==> src/verilog/lishx_consts.vh <==
// constants for the loop, interrupt-enable, sign-extend, halt and input execution unit
`ifndef LISHX_CONSTS_VH
`define LISHX_CONSTS_VH
`define LISHX_LOOP_TOP 4'hF
`define LISHX_EI_HI 8'h7C
`define LISHX_EI_LO6 6'h01
`define LISHX_HALT_HI 8'h7A
`define LISHX_HALT_LO 8'h00
`define LISHX_EXT_TOP 8'hB1
`define LISHX_EXT_B 4'h0
`define LISHX_EXT_W 4'hA
`define LISHX_EXT_L 4'h7
`define LISHX_IN_IR_TOP 7'h1E
`define LISHX_IN_DA_TOP 7'h1D
`define LISHX_IN_DA_SUB 3'h2
`define LISHX_CYC_LOOP 8'h0B
`define LISHX_CYC_EI 8'h07
`define LISHX_CYC_EXT 8'h0B
`define LISHX_CYC_HALT 8'h08
`define LISHX_HALT_PERIOD 8'h03
`define LISHX_CYC_IN_IR 8'h0A
`define LISHX_CYC_IN_DA 8'h0C
`define LISHX_CYC_TRAP 8'h01
`define LISHX_FCW_VI 1'h1
`define LISHX_FCW_NVI 1'h0
`endif

==> src/verilog/lishx_exec.v <==
// execution unit for loop, interrupt enable, sign extend, halt and port input
//
// The plain strobed port and the register offsets were left to the implementer.
`timescale 1ns/1ps
`include "lishx_consts.vh"
// How it works
// - loop decrements counter, branches if nonzero, else falls through
// - branch target is next-instruction address minus twice displacement
// - displacement is unsigned seven bits, 0 to 127
// - segmented taken branch changes offset only, segment kept
// - loop target always backward, never into another segment
// - loop word has top nibble 1111; 11 cycles; flags kept
// - interrupt enable sets vectored and/or nonvectored enables; 7 cycles
// - bit 0 zero sets nonvectored enable, bit 1 zero sets vectored
// - select bit one leaves enable alone; other control bits kept
// - sign extend copies bit 7, 15 or 31 into upper half
// - byte, word, long forms use codes 0000, 1010, 0111
// - halt waits for interrupt or reset, resumes after halt
// - while halted refresh continues and bus requests are granted
// - halted core samples interrupts every three cycles; 8 plus 3n
// - input loads port into destination; indirect 10, direct 12 cycles
// - low bit of 010S selects standard or special input cycle
// - special select bit is one for special, zero for standard
module lishx_exec #(
  parameter PC_W = 16
)(
  input wire clk_i,
  input wire reset_n_i,
  input wire instr_valid_i,
  input wire [15:0] instr_i,
  input wire [15:0] ext_word_i,
  input wire [PC_W-1:0] next_pc_i,
  input wire [7:0] pc_seg_i,
  input wire system_mode_i,
  input wire [63:0] rd_data_i,
  input wire [15:0] rs_data_i,
  input wire vi_en_i,
  input wire nvi_en_i,
  input wire irq_pending_i,
  input wire refresh_req_i,
  input wire bus_hold_request_i,
  input wire [15:0] port_data_i,
  input wire port_ack_i,
  output wire busy_o,
  output reg done_o,
  output reg pc_load_o,
  output reg [PC_W-1:0] pc_offset_o,
  output reg [7:0] pc_seg_o,
  output reg rd_we_o,
  output reg [2:0] rd_size_o,
  output reg [3:0] rd_sel_o,
  output reg [63:0] rd_wdata_o,
  output reg fcw_we_o,
  output reg vectored_irq_enable_o,
  output reg nonvectored_irq_enable_o,
  output reg trap_o,
  output reg halted_o,
  output reg irq_accept_o,
  output reg refresh_o,
  output wire bus_grant_o,
  output reg port_rd_o,
  output reg port_special_o,
  output reg port_byte_o,
  output reg [15:0] port_addr_o
);
  localparam S_IDLE = 3'h0;
  localparam S_WAIT = 3'h1;
  localparam S_HALT = 3'h2;
  localparam S_PORT = 3'h3;
  localparam OP_LOOP = 3'h0;
  localparam OP_EI = 3'h1;
  localparam OP_EXT = 3'h2;
  localparam OP_HALT = 3'h3;
  localparam OP_IN = 3'h4;
  localparam OP_TRAP = 3'h5;
  localparam OP_NONE = 3'h7;

  reg [2:0] state_reg;
  reg [2:0] state_next;
  reg [7:0] cnt_reg;
  reg [7:0] cnt_next;
  reg [2:0] op_reg;
  reg [15:0] ir_reg;
  reg [63:0] res_reg;
  reg [2:0] op_dec;
  reg [7:0] cyc_dec;
  reg is_ir_in;
  reg [15:0] cnt16;
  reg [PC_W-1:0] target;
  reg [63:0] ext_val;

  // decode; input forms split by bits 15:9, the direct form also needs the 010S sub-opcode
  always @*
  begin
    op_dec = OP_NONE;
    cyc_dec = `LISHX_CYC_TRAP;
    is_ir_in = 1'b0;
    if (instr_i[15:12] == `LISHX_LOOP_TOP)
    begin
      op_dec = OP_LOOP;
      cyc_dec = `LISHX_CYC_LOOP;
    end
    else if (instr_i[15:8] == `LISHX_EI_HI && instr_i[7:2] == `LISHX_EI_LO6)
    begin
      op_dec = OP_EI;
      cyc_dec = `LISHX_CYC_EI;
    end
    else if (instr_i[15:8] == `LISHX_EXT_TOP && (instr_i[3:0] == `LISHX_EXT_B
      || instr_i[3:0] == `LISHX_EXT_W || instr_i[3:0] == `LISHX_EXT_L))
    begin
      op_dec = OP_EXT;
      cyc_dec = `LISHX_CYC_EXT;
    end
    else if (instr_i[15:8] == `LISHX_HALT_HI && instr_i[7:0] == `LISHX_HALT_LO)
    begin
      op_dec = OP_HALT;
      cyc_dec = `LISHX_CYC_HALT;
    end
    else if (instr_i[15:9] == `LISHX_IN_IR_TOP && instr_i[7:4] != 4'h0)
    begin
      op_dec = OP_IN;
      is_ir_in = 1'b1;
      cyc_dec = `LISHX_CYC_IN_IR;
    end
    else if (instr_i[15:9] == `LISHX_IN_DA_TOP && instr_i[3:1] == `LISHX_IN_DA_SUB)
    begin
      op_dec = OP_IN;
      cyc_dec = `LISHX_CYC_IN_DA;
    end
    // privileged forms trap outside system mode
    if (!system_mode_i && (op_dec == OP_EI || op_dec == OP_HALT || op_dec == OP_IN))
    begin
      op_dec = OP_TRAP;
      cyc_dec = `LISHX_CYC_TRAP;
    end
  end

  // loop counter decrement, word or byte half of register
  always @*
  begin
    cnt16 = 16'h0000;
    if (instr_i[7])
      cnt16 = rd_data_i[15:0] - 16'h0001;
    else
      cnt16 = {8'h00, rd_data_i[7:0] - 8'h01};
    // unsigned 7-bit disp doubled, always subtracted: backward only
    target = next_pc_i - {{(PC_W-8){1'b0}}, instr_i[6:0], 1'b0};
  end

  // sign extension of the destination low half
  always @*
  begin
    ext_val = rd_data_i;
    case (instr_i[3:0])
      `LISHX_EXT_B: ext_val = {48'h0, {8{rd_data_i[7]}}, rd_data_i[7:0]};
      `LISHX_EXT_W: ext_val = {32'h0, {16{rd_data_i[15]}}, rd_data_i[15:0]};
      default: ext_val = {{32{rd_data_i[31]}}, rd_data_i[31:0]};
    endcase
  end

  assign busy_o = (state_reg != S_IDLE);
  // bus held requests honoured in halt (and whenever idle between instructions)
  assign bus_grant_o = bus_hold_request_i && (state_reg == S_HALT || state_reg == S_IDLE);

  // counter next value
  always @*
  begin
    state_next = state_reg;
    cnt_next = cnt_reg;
    case (state_reg)
      S_IDLE:
      begin
        if (instr_valid_i && op_dec != OP_NONE)
        begin
          state_next = (op_dec == OP_IN) ? S_PORT : S_WAIT;
          // halt leaves wait a cycle early so its first wake check lands on cycle 8
          if (op_dec == OP_HALT)
            cnt_next = cyc_dec - 8'h02;
          else
            cnt_next = cyc_dec - 8'h01;
        end
      end
      S_WAIT:
      begin
        if (cnt_reg != 8'h00)
          cnt_next = cnt_reg - 8'h01;
        else if (op_reg == OP_HALT)
        begin
          state_next = S_HALT;
          cnt_next = 8'h00; // first interrupt check on the next edge
        end
        else
          state_next = S_IDLE;
      end
      S_HALT:
      begin
        // interrupts looked at only at each period end
        if (cnt_reg != 8'h00)
          cnt_next = cnt_reg - 8'h01;
        else if (irq_pending_i)
          state_next = S_IDLE;
        else
          cnt_next = `LISHX_HALT_PERIOD - 8'h01;
      end
      S_PORT:
      begin
        if (cnt_reg != 8'h00)
          cnt_next = cnt_reg - 8'h01;
        // a slow port stretches the instruction past its nominal count
        else if (port_ack_i)
          state_next = S_IDLE;
      end
      default:
        state_next = S_IDLE;
    endcase
  end

  // sequencing and outputs; all writes land on the last cycle
  always @(posedge clk_i)
  begin
    if (!reset_n_i)
    begin
      state_reg <= S_IDLE;
      cnt_reg <= 8'h00;
      op_reg <= OP_NONE;
      ir_reg <= 16'h0000;
      res_reg <= 64'h0;
      done_o <= 1'b0;
      pc_load_o <= 1'b0;
      pc_offset_o <= {PC_W{1'b0}};
      pc_seg_o <= 8'h00;
      rd_we_o <= 1'b0;
      rd_size_o <= 3'h0;
      rd_sel_o <= 4'h0;
      rd_wdata_o <= 64'h0;
      fcw_we_o <= 1'b0;
      vectored_irq_enable_o <= 1'b0;
      nonvectored_irq_enable_o <= 1'b0;
      trap_o <= 1'b0;
      halted_o <= 1'b0;
      irq_accept_o <= 1'b0;
      refresh_o <= 1'b0;
      port_rd_o <= 1'b0;
      port_special_o <= 1'b0;
      port_byte_o <= 1'b0;
      port_addr_o <= 16'h0000;
    end
    else
    begin
      state_reg <= state_next;
      cnt_reg <= cnt_next;
      done_o <= 1'b0;
      pc_load_o <= 1'b0;
      rd_we_o <= 1'b0;
      fcw_we_o <= 1'b0;
      trap_o <= 1'b0;
      irq_accept_o <= 1'b0;
      refresh_o <= (state_reg == S_HALT) && refresh_req_i;
      halted_o <= (state_next == S_HALT);
      if (state_reg == S_IDLE && instr_valid_i && op_dec != OP_NONE)
      begin
        op_reg <= op_dec;
        ir_reg <= instr_i;
        case (op_dec)
          OP_LOOP:
          begin
            res_reg <= {48'h0, cnt16};
            pc_offset_o <= target;
            pc_seg_o <= pc_seg_i;
          end
          OP_EXT: res_reg <= ext_val;
          OP_EI:
          begin
            // clear select bit turns enable on, set bit keeps it
            vectored_irq_enable_o <= vi_en_i | ~instr_i[1];
            nonvectored_irq_enable_o <= nvi_en_i | ~instr_i[0];
          end
          OP_IN:
          begin
            port_addr_o <= is_ir_in ? rs_data_i : ext_word_i;
            // register form has no select bit: always a standard cycle
            port_special_o <= ~is_ir_in & instr_i[0];
            port_byte_o <= ~instr_i[8];
            port_rd_o <= 1'b1;
          end
          default: res_reg <= res_reg;
        endcase
      end
      if (state_reg == S_PORT && cnt_reg == 8'h00 && port_ack_i)
      begin
        port_rd_o <= 1'b0;
        rd_we_o <= 1'b1;
        rd_size_o <= port_byte_o ? 3'h0 : 3'h1;
        // register form keeps the destination in the low nibble
        rd_sel_o <= (ir_reg[15:9] == `LISHX_IN_IR_TOP) ? ir_reg[3:0] : ir_reg[7:4];
        rd_wdata_o <= {48'h0, port_byte_o ? {8'h00, port_data_i[7:0]} : port_data_i};
        done_o <= 1'b1;
      end
      if (state_reg == S_WAIT && cnt_reg == 8'h00 && op_reg != OP_HALT)
      begin
        done_o <= 1'b1;
        case (op_reg)
          OP_LOOP:
          begin
            rd_we_o <= 1'b1;
            rd_size_o <= ir_reg[7] ? 3'h1 : 3'h0;
            rd_sel_o <= ir_reg[11:8];
            rd_wdata_o <= res_reg;
            pc_load_o <= (res_reg[15:0] != 16'h0000);
          end
          OP_EXT:
          begin
            rd_we_o <= 1'b1;
            rd_size_o <= (ir_reg[3:0] == `LISHX_EXT_B) ? 3'h1 :
              (ir_reg[3:0] == `LISHX_EXT_W) ? 3'h2 : 3'h3;
            rd_sel_o <= ir_reg[7:4];
            rd_wdata_o <= res_reg;
          end
          OP_EI: fcw_we_o <= 1'b1;
          OP_TRAP: trap_o <= 1'b1;
          default: done_o <= 1'b1;
        endcase
      end
      // wake: core services the interrupt, then runs the next instruction
      if (state_reg == S_HALT && cnt_reg == 8'h00 && irq_pending_i)
      begin
        irq_accept_o <= 1'b1;
        done_o <= 1'b1;
      end
    end
  end
endmodule

==> config.mk <==
export PLATFORM = sky130hd
export DESIGN_NAME = lishx_exec
export DESIGN_NICKNAME = d
export VERILOG_FILES = /design/src/verilog/lishx_exec.v
export VERILOG_INCLUDE_DIRS = /design/src /design/src/verilog
export SDC_FILE = /design/constraint.sdc
export NUM_CORES = 1
export LEC_CHECK = 0
export BUFFER_PORTS_ARGS = -buffer_cell sky130_fd_sc_hd__clkbuf_2
export CAP_MARGIN = 15
export CORE_ASPECT_RATIO = 0.9
export CORE_MARGIN = 2
export CORE_UTILIZATION = 45
export CTS_BUF_LIST = sky130_fd_sc_hd__clkbuf_8 sky130_fd_sc_hd__clkbuf_16
export DETAILED_ROUTE_END_ITERATION = 10
export GPL_TIMING_DRIVEN = 1
export HOLD_SLACK_MARGIN = 0.12
export PLACE_DENSITY_LB_ADDON = 0.3
export SKIP_CTS_REPAIR_TIMING = 1
export SYNTH_ARGS = -nofsm -noshare
export SYNTH_HDL_FRONTEND = slang
export SYNTH_SLANG_ARGS = --single-unit
==> constraint.sdc <==
create_clock -name clk_i -period 2.95 [get_ports clk_i]
set_input_delay 0.295 -clock clk_i [delete_from_list [all_inputs] [get_ports clk_i]]
set_output_delay 0.295 -clock clk_i [all_outputs]
set_load 0.01 [all_outputs]
==> flow_summary.yaml, run 1 <==
power_and_ir_drop:
  power_leakage_nw: 4.49
  powerDensity_nw_per_um2: 477
  ir_worst_vdd_mv: 0.378
yosys:
  synth.distinct_cells: 67
  synth_async_sr_flop_share: 0
  synth-main-ff-cell: "sky130_fd_sc_hd__dfxtp_1"
  number_of_synthesized_register_bits: 187
  synth_common_cells: "187 x sky130_fd_sc_hd__dfxtp_1, 138 x sky130_fd_sc_hd__nand2_1, 117 x sky130_fd_sc_hd__nor2_1"
  yosys.cell_count.top_type: "sky130_fd_sc_hd__dfxtp_1"
  syn_avg_cell_area_sq_um: 8.18
  proportion_of_synthesized_chip_area_in_sequential_cells: 0.440
  yosysTopAreaCellShare: 0.440
  syn-num-nets: 1218
  number_of_enable_flip_flop_cells_after_synthesis: 0
  netlist_area_sq_um: 8520
  yosys.area.top_type: "sky130_fd_sc_hd__dfxtp_1"
  synthCells: 1041
  yosys-top-cells-area: "sky130_fd_sc_hd__dfxtp_1 44%, sky130_fd_sc_hd__nand2_1 6.1%, sky130_fd_sc_hd__a21oi_1 5.7%"
  yosys_synthesis_warning_count: 0
cells_and_area:
  postLayoutCellArea_sq_um: 10900
  instances_no_fill: 1554
  finalNetCount: 1473
  final_layout_size_suffix_gt1_frac: 0.261
  insertedDiodeCount: 0
  largest_reg_flops: 64
  area_delta_synth_final_pct: 28.0
global_routing:
  global_route.usage.total: 0.239
  first_global_vias: 7681
  pin_count_of_the_biggest_net_entering_global_routing: 68
  overflow: 0
  grt_antenna_before_repair: 0
  grt_first_pass_wirelength_um: 38400
clock_network:
  tritoncts: "done"
  worstSkewPairLatency_ns: 0.43
  cts.clk_slew.worst_paths_ns: 0.07
  htree_levels: 4
  numClockSinks: 187
  clock_tree.root_cell: "sky130_fd_sc_hd__clkbuf_16"
  cts_inserted_buffers: 17
  clk_path_buf_depth: 2
sta:
  timing_max_transition_violations_final: 0
  fin_crit_ns: 2.50
  rsz_0062_raised_after_global_routing: "false"
  tightest_slew_ns: 0.830
  setup_ws_ns: 0.455
  fmaxAchievable_mhz: 401
  finalCritPeriodShare: 0.846
  max_slew_margin: 0.446
  setup-violations-final: 0
  hold_viol_final: 0
  worst_clock_skew_ns: 0.00919
  timing.setup.tns_ns: 0
drt:
  final_wl_um: 24500
  drt-initial-drc-count: 369
  drc: 0
  postRouteAntennaNets: 0
  route.vias.total: 8434
  drt_first_pass_iters: 5
  drt-vias-per-instance: 5.43
  post_drt_wl_per_cell_um: 15.7
setup_path:
  timing.critical_path.arrival_ns: 2.87
  ff2ff_setup_slack_ns: 0.59
  rr_endpoint: "halted_o"
  criticalPathCategory: "primary input to register"
  startpoint_type: "primary input"
  ff2ff_path_depth: 8
  crit_path_max_fanout: 7
  critical_path.endpoint_type: "register"
  regToRegStartpoint: "state_reg[1]"
  cp.required_ns: 3.32
worst_hold_path:
  worst_hold_path.endpoint: "rd_wdata_o[1]"
  worstHoldStart: "port_data_i[1]"
  min_path_type: "primary input to register"
  whs_path_depth: 3
placed_design:
  dp_hpwl_um: 17500
  placement_stage_cell_area_sq_um: 10200
  place_ws_ns: 0.0515
  globalplace.congestion: 0.920
  place_inst: 1507
  buffer_ports.inserted: 255
floorplan:
  design.portCount: 288
  placeableCoreArea_sq_um: 18500
  die_area_sq_um: 20000
  die_height_um: 135
  start_util: 0.461
  core.rowCount: 47
  dieWidth_um: 149
run_status:
  status: "completed"
flow_run:
  max_cap_violations: 0
## cell usage in the layout (no fill, tap or decap), drive strengths merged, types with 14 or more instances in the layout
cell type,n
clkbuf,273
nand3,30
nor3,38
nor2,117
ha,14
nand2,138
a211oi,44
dfxtp,187
a311oi,15
mux2i,25
a22oi,18
inv,22
dlygate4sd3,15
a21oi,97
nor4,14
buf,40
o21ai,65
## worst max-delay path: stages
cell	delay, ns
sky130_fd_sc_hd__clkbuf_2	0.17
sky130_fd_sc_hd__and4b_1	0.23
sky130_fd_sc_hd__a211oi_1	0.42
sky130_fd_sc_hd__nor2_1	0.14
sky130_fd_sc_hd__o32ai_2	0.37
sky130_fd_sc_hd__ha_1	0.22
sky130_fd_sc_hd__inv_1	0.05
sky130_fd_sc_hd__o21a_1	0.18
sky130_fd_sc_hd__ha_1	0.25
sky130_fd_sc_hd__mux2_2	0.27
sky130_fd_sc_hd__o32ai_1	0.12
sky130_fd_sc_hd__a32o_1	0.15
## metal layers
metal | vias up | track usage | wire [um]
li1 | 4251 | - | -
met1 | 3880 | 0.307 | 11100
met2 | 276 | 0.393 | 11100
met3 | 27 | 0.0696 | 1930
met4 | 0 | 0.0651 | 379
met5 | - | 0 | 0
## through the flow
stage	utilization	hold slack [ns]	power, mW
global route	0.590	0.124	5.37
floorplan	-	0.391	2.78
detailed placement	0.550	0.438	2.96
finish	0.590	0.111	5.20
global placement	0.550	0.423	2.96
CTS	0.582	0.0667	5.21
## report_power, final
group / switching, mW / internal [mW]
clock: 1.00 / 1.28
combinational: 0.212 / 0.174
sequential: 0.00690 / 2.53
## cell type report
cell class                 count  area (sq um)
clock inverter                14           148
tap                          245           307
fill                        1723          7570
clock buffer                  18           439
sequential                   187          3740
multi-input combinational    761          4420
timing repair buffer         310          1760
inverter                      19          73.8
## worst max-delay path by stage
stage,start,slack (ns),end
floorplan,instr_i[4],0.08,cnt_reg[3]
global placement,instr_i[1],0.10,cnt_reg[3]
detailed placement,instr_i[1],0.05,cnt_reg[3]
CTS,instr_i[1],0.50,cnt_reg[3]
global route,instr_i[2],0.25,cnt_reg[6]
finish,instr_i[1],0.45,cnt_reg[3]
## kinds of logic after synthesis
family,share of synthesized area
flip-flops,0.440
multiplexers,0.0307
other,0.000440
AND/OR/NAND/NOR,0.225
AO/OA/AOI/OAI,0.214
adder cells (fa/ha/maj),0.0229
XOR/XNOR,0.0237
buffers and inverters,0.0439
Power figures use the tool's default switching activity.
==> inputs of run 2 (changes only) <==
==> constraint.sdc (replaced) <==
create_clock -name clk_i -period 2.3 [get_ports clk_i]
set_input_delay 0.23 -clock clk_i [delete_from_list [all_inputs] [get_ports clk_i]]
set_output_delay 0.23 -clock clk_i [all_outputs]
set_load 0.01 [all_outputs]
==> run 2 against run 1 <==
- sequential share of layout area is 2.2 points lower
- design area is 6.8% higher
- highest routed layer unchanged
- sequential power is 28% higher
- first-iteration DRC count is 53% higher
- worst setup slack worse by 0.37 ns
- largest power group unchanged
- die area stayed put
==> flow_summary.yaml, run 2 (synthesis results as in run 1) <==
global_routing:
  global_route.usage.total: 0.250
  pin_count_of_the_biggest_net_entering_global_routing: 57
  overflow: 0
  grt_first_pass_wirelength_um: 40500
  first_global_vias: 8120
  grt_antenna_before_repair: 0
placed_design:
  globalplace.congestion: 0.899
  place_inst: 1564
  dp_hpwl_um: 18800
  buffer_ports.inserted: 255
worst_hold_path:
  min_path_type: "primary input to register"
  worst_hold_path.endpoint: "res_reg[20]"
  whs_path_depth: 3
  worstHoldStart: "rd_data_i[20]"
cells_and_area:
  final_layout_size_suffix_gt1_frac: 0.301
  area_delta_synth_final_pct: 36.6
  finalNetCount: 1541
  final_cell_mix: "255 x sky130_fd_sc_hd__clkbuf_2, 187 x sky130_fd_sc_hd__dfxtp_1, 138 x sky130_fd_sc_hd__nand2_1"
  insertedDiodeCount: 0
  instances_no_fill: 1622
  fillers: 1614
  mostFrequentLayoutCell: "sky130_fd_sc_hd__clkbuf_2"
  largest_reg_flops: 64
  layout.core_utilization: 0.630
clock_network:
  cts_inserted_buffers: 17
  numClockSinks: 187
  cts.clk_slew.worst_paths_ns: 0.08
  htree_levels: 4
  clk_path_buf_depth: 2
  tritoncts: "done"
  worstSkewPairLatency_ns: 0.43
  clock_tree.root_cell: "sky130_fd_sc_hd__clkbuf_16"
drt:
  drc: 0
  final_wl_um: 25900
  route.vias.total: 8773
  drt_first_pass_iters: 5
  post_drt_wl_per_cell_um: 16.0
  postRouteAntennaNets: 0
  drt-vias-per-instance: 5.41
  drt-initial-drc-count: 563
floorplan:
  core.rowCount: 47
  die_area_sq_um: 20000
  die_height_um: 135
  dieWidth_um: 149
  design.portCount: 288
  placeableCoreArea_sq_um: 18500
  start_util: 0.461
setup_path:
  ff2ff_path_depth: 7
  crit_path_max_fanout: 3
  critPathTopFamily: "compound AO/OA/AOI/OAI gates"
  timing.critical_path.arrival_ns: 2.59
  path_common_cell: "sky130_fd_sc_hd__ha_1"
  worstPathCellList: "clkbuf_2 > or4_4 > a22oi_2 > a2bb2oi_2 > o32ai_4 > ha_1 > o21a_1 > ha_1 > mux2_4 > o32ai_2 > a32o_1"
  ff2ff_setup_slack_ns: 0.22
  criticalPathCategory: "primary input to register"
  critical_path.endpoint_type: "register"
  startpoint_type: "primary input"
  path_buf_inv: 1
  regToRegStartpoint: "cnt_reg[0]"
  rr_endpoint: "rd_wdata_o[4]"
  critical-path-max-stage-delay_ns: 0.56
  cp.required_ns: 2.67
  crit_slowest_cell: "sky130_fd_sc_hd__or4_4"
run_status:
  status: "completed"
power_and_ir_drop:
  powerDensity_nw_per_um2: 602
  fin_total_pwr_mw: 7.00
  ir_worst_vdd_mv: 0.424
  power_leakage_nw: 4.90
sta:
  timing.setup.tns_ns: 0
  max_slew_margin: 0.501
  worst_clock_skew_ns: 0.0124
  setup-violations-final: 0
  fmaxAchievable_mhz: 451
  finalCritPeriodShare: 0.965
  tightest_slew_ns: 0.743
  fin_crit_ns: 2.22
  hold_viol_final: 0
  timing_max_transition_violations_final: 0
flow_run:
  max_cap_violations: 0
## run 2: power by group
group | switching, mW | internal, mW
sequential | 0.00587 | 3.24
combinational | 0.296 | 0.280
clock | 1.33 | 1.85
## run 2: final cells by class
cell class | count | area, sq um | area share
timing repair buffer | 378 | 2360 | 0.203
inverter | 19 | 73.8 | 0.00634
tap | 245 | 307 | 0.0263
sequential | 187 | 3740 | 0.322
clock inverter | 15 | 213 | 0.0183
multi-input combinational | 761 | 4510 | 0.388
clock buffer | 17 | 425 | 0.0366
## run 2: worst max path at each step
stage / start / end / slack, ns / cells past startpoint
global route: instr_i[4] / cnt_reg[3] / -0.02 / 14
global placement: instr_i[4] / cnt_reg[3] / -0.43 / 14
CTS: instr_i[4] / cnt_reg[3] / -0.02 / 14
finish: instr_i[4] / cnt_reg[3] / 0.08 / 11
detailed placement: instr_i[4] / cnt_reg[3] / -0.44 / 14
floorplan: instr_i[4] / cnt_reg[3] / -0.36 / 13
## run 2: worst min-delay path, cell delays in order
cell	delay [ns]
sky130_fd_sc_hd__clkbuf_2	0.07
sky130_fd_sc_hd__o21ai_0	0.07
sky130_fd_sc_hd__o21ai_0	0.12
## run 2: through the flow
| stage | cell area (sq um) | hold WS [ns] | worst slack, ns |
|---|---|---|---|
| final | 11600 | 0.103 | 0.0812 |
| after global routing | 11600 | 0.120 | -0.0191 |
| after CTS | 11300 | -0.00756 | -0.0191 |
| after detailed placement | 10700 | 0.433 | -0.440 |
| after global placement | 10700 | 0.427 | -0.425 |
| after floorplan | 8600 | 0.326 | -0.359 |
## run 2: routing by layer
metal | share of wire | global-route usage
met5 | 0 | 0
met1 | 0.43 | 0.329
met3 | 0.097 | 0.0821
met2 | 0.45 | 0.398
met4 | 0.017 | 0.0630
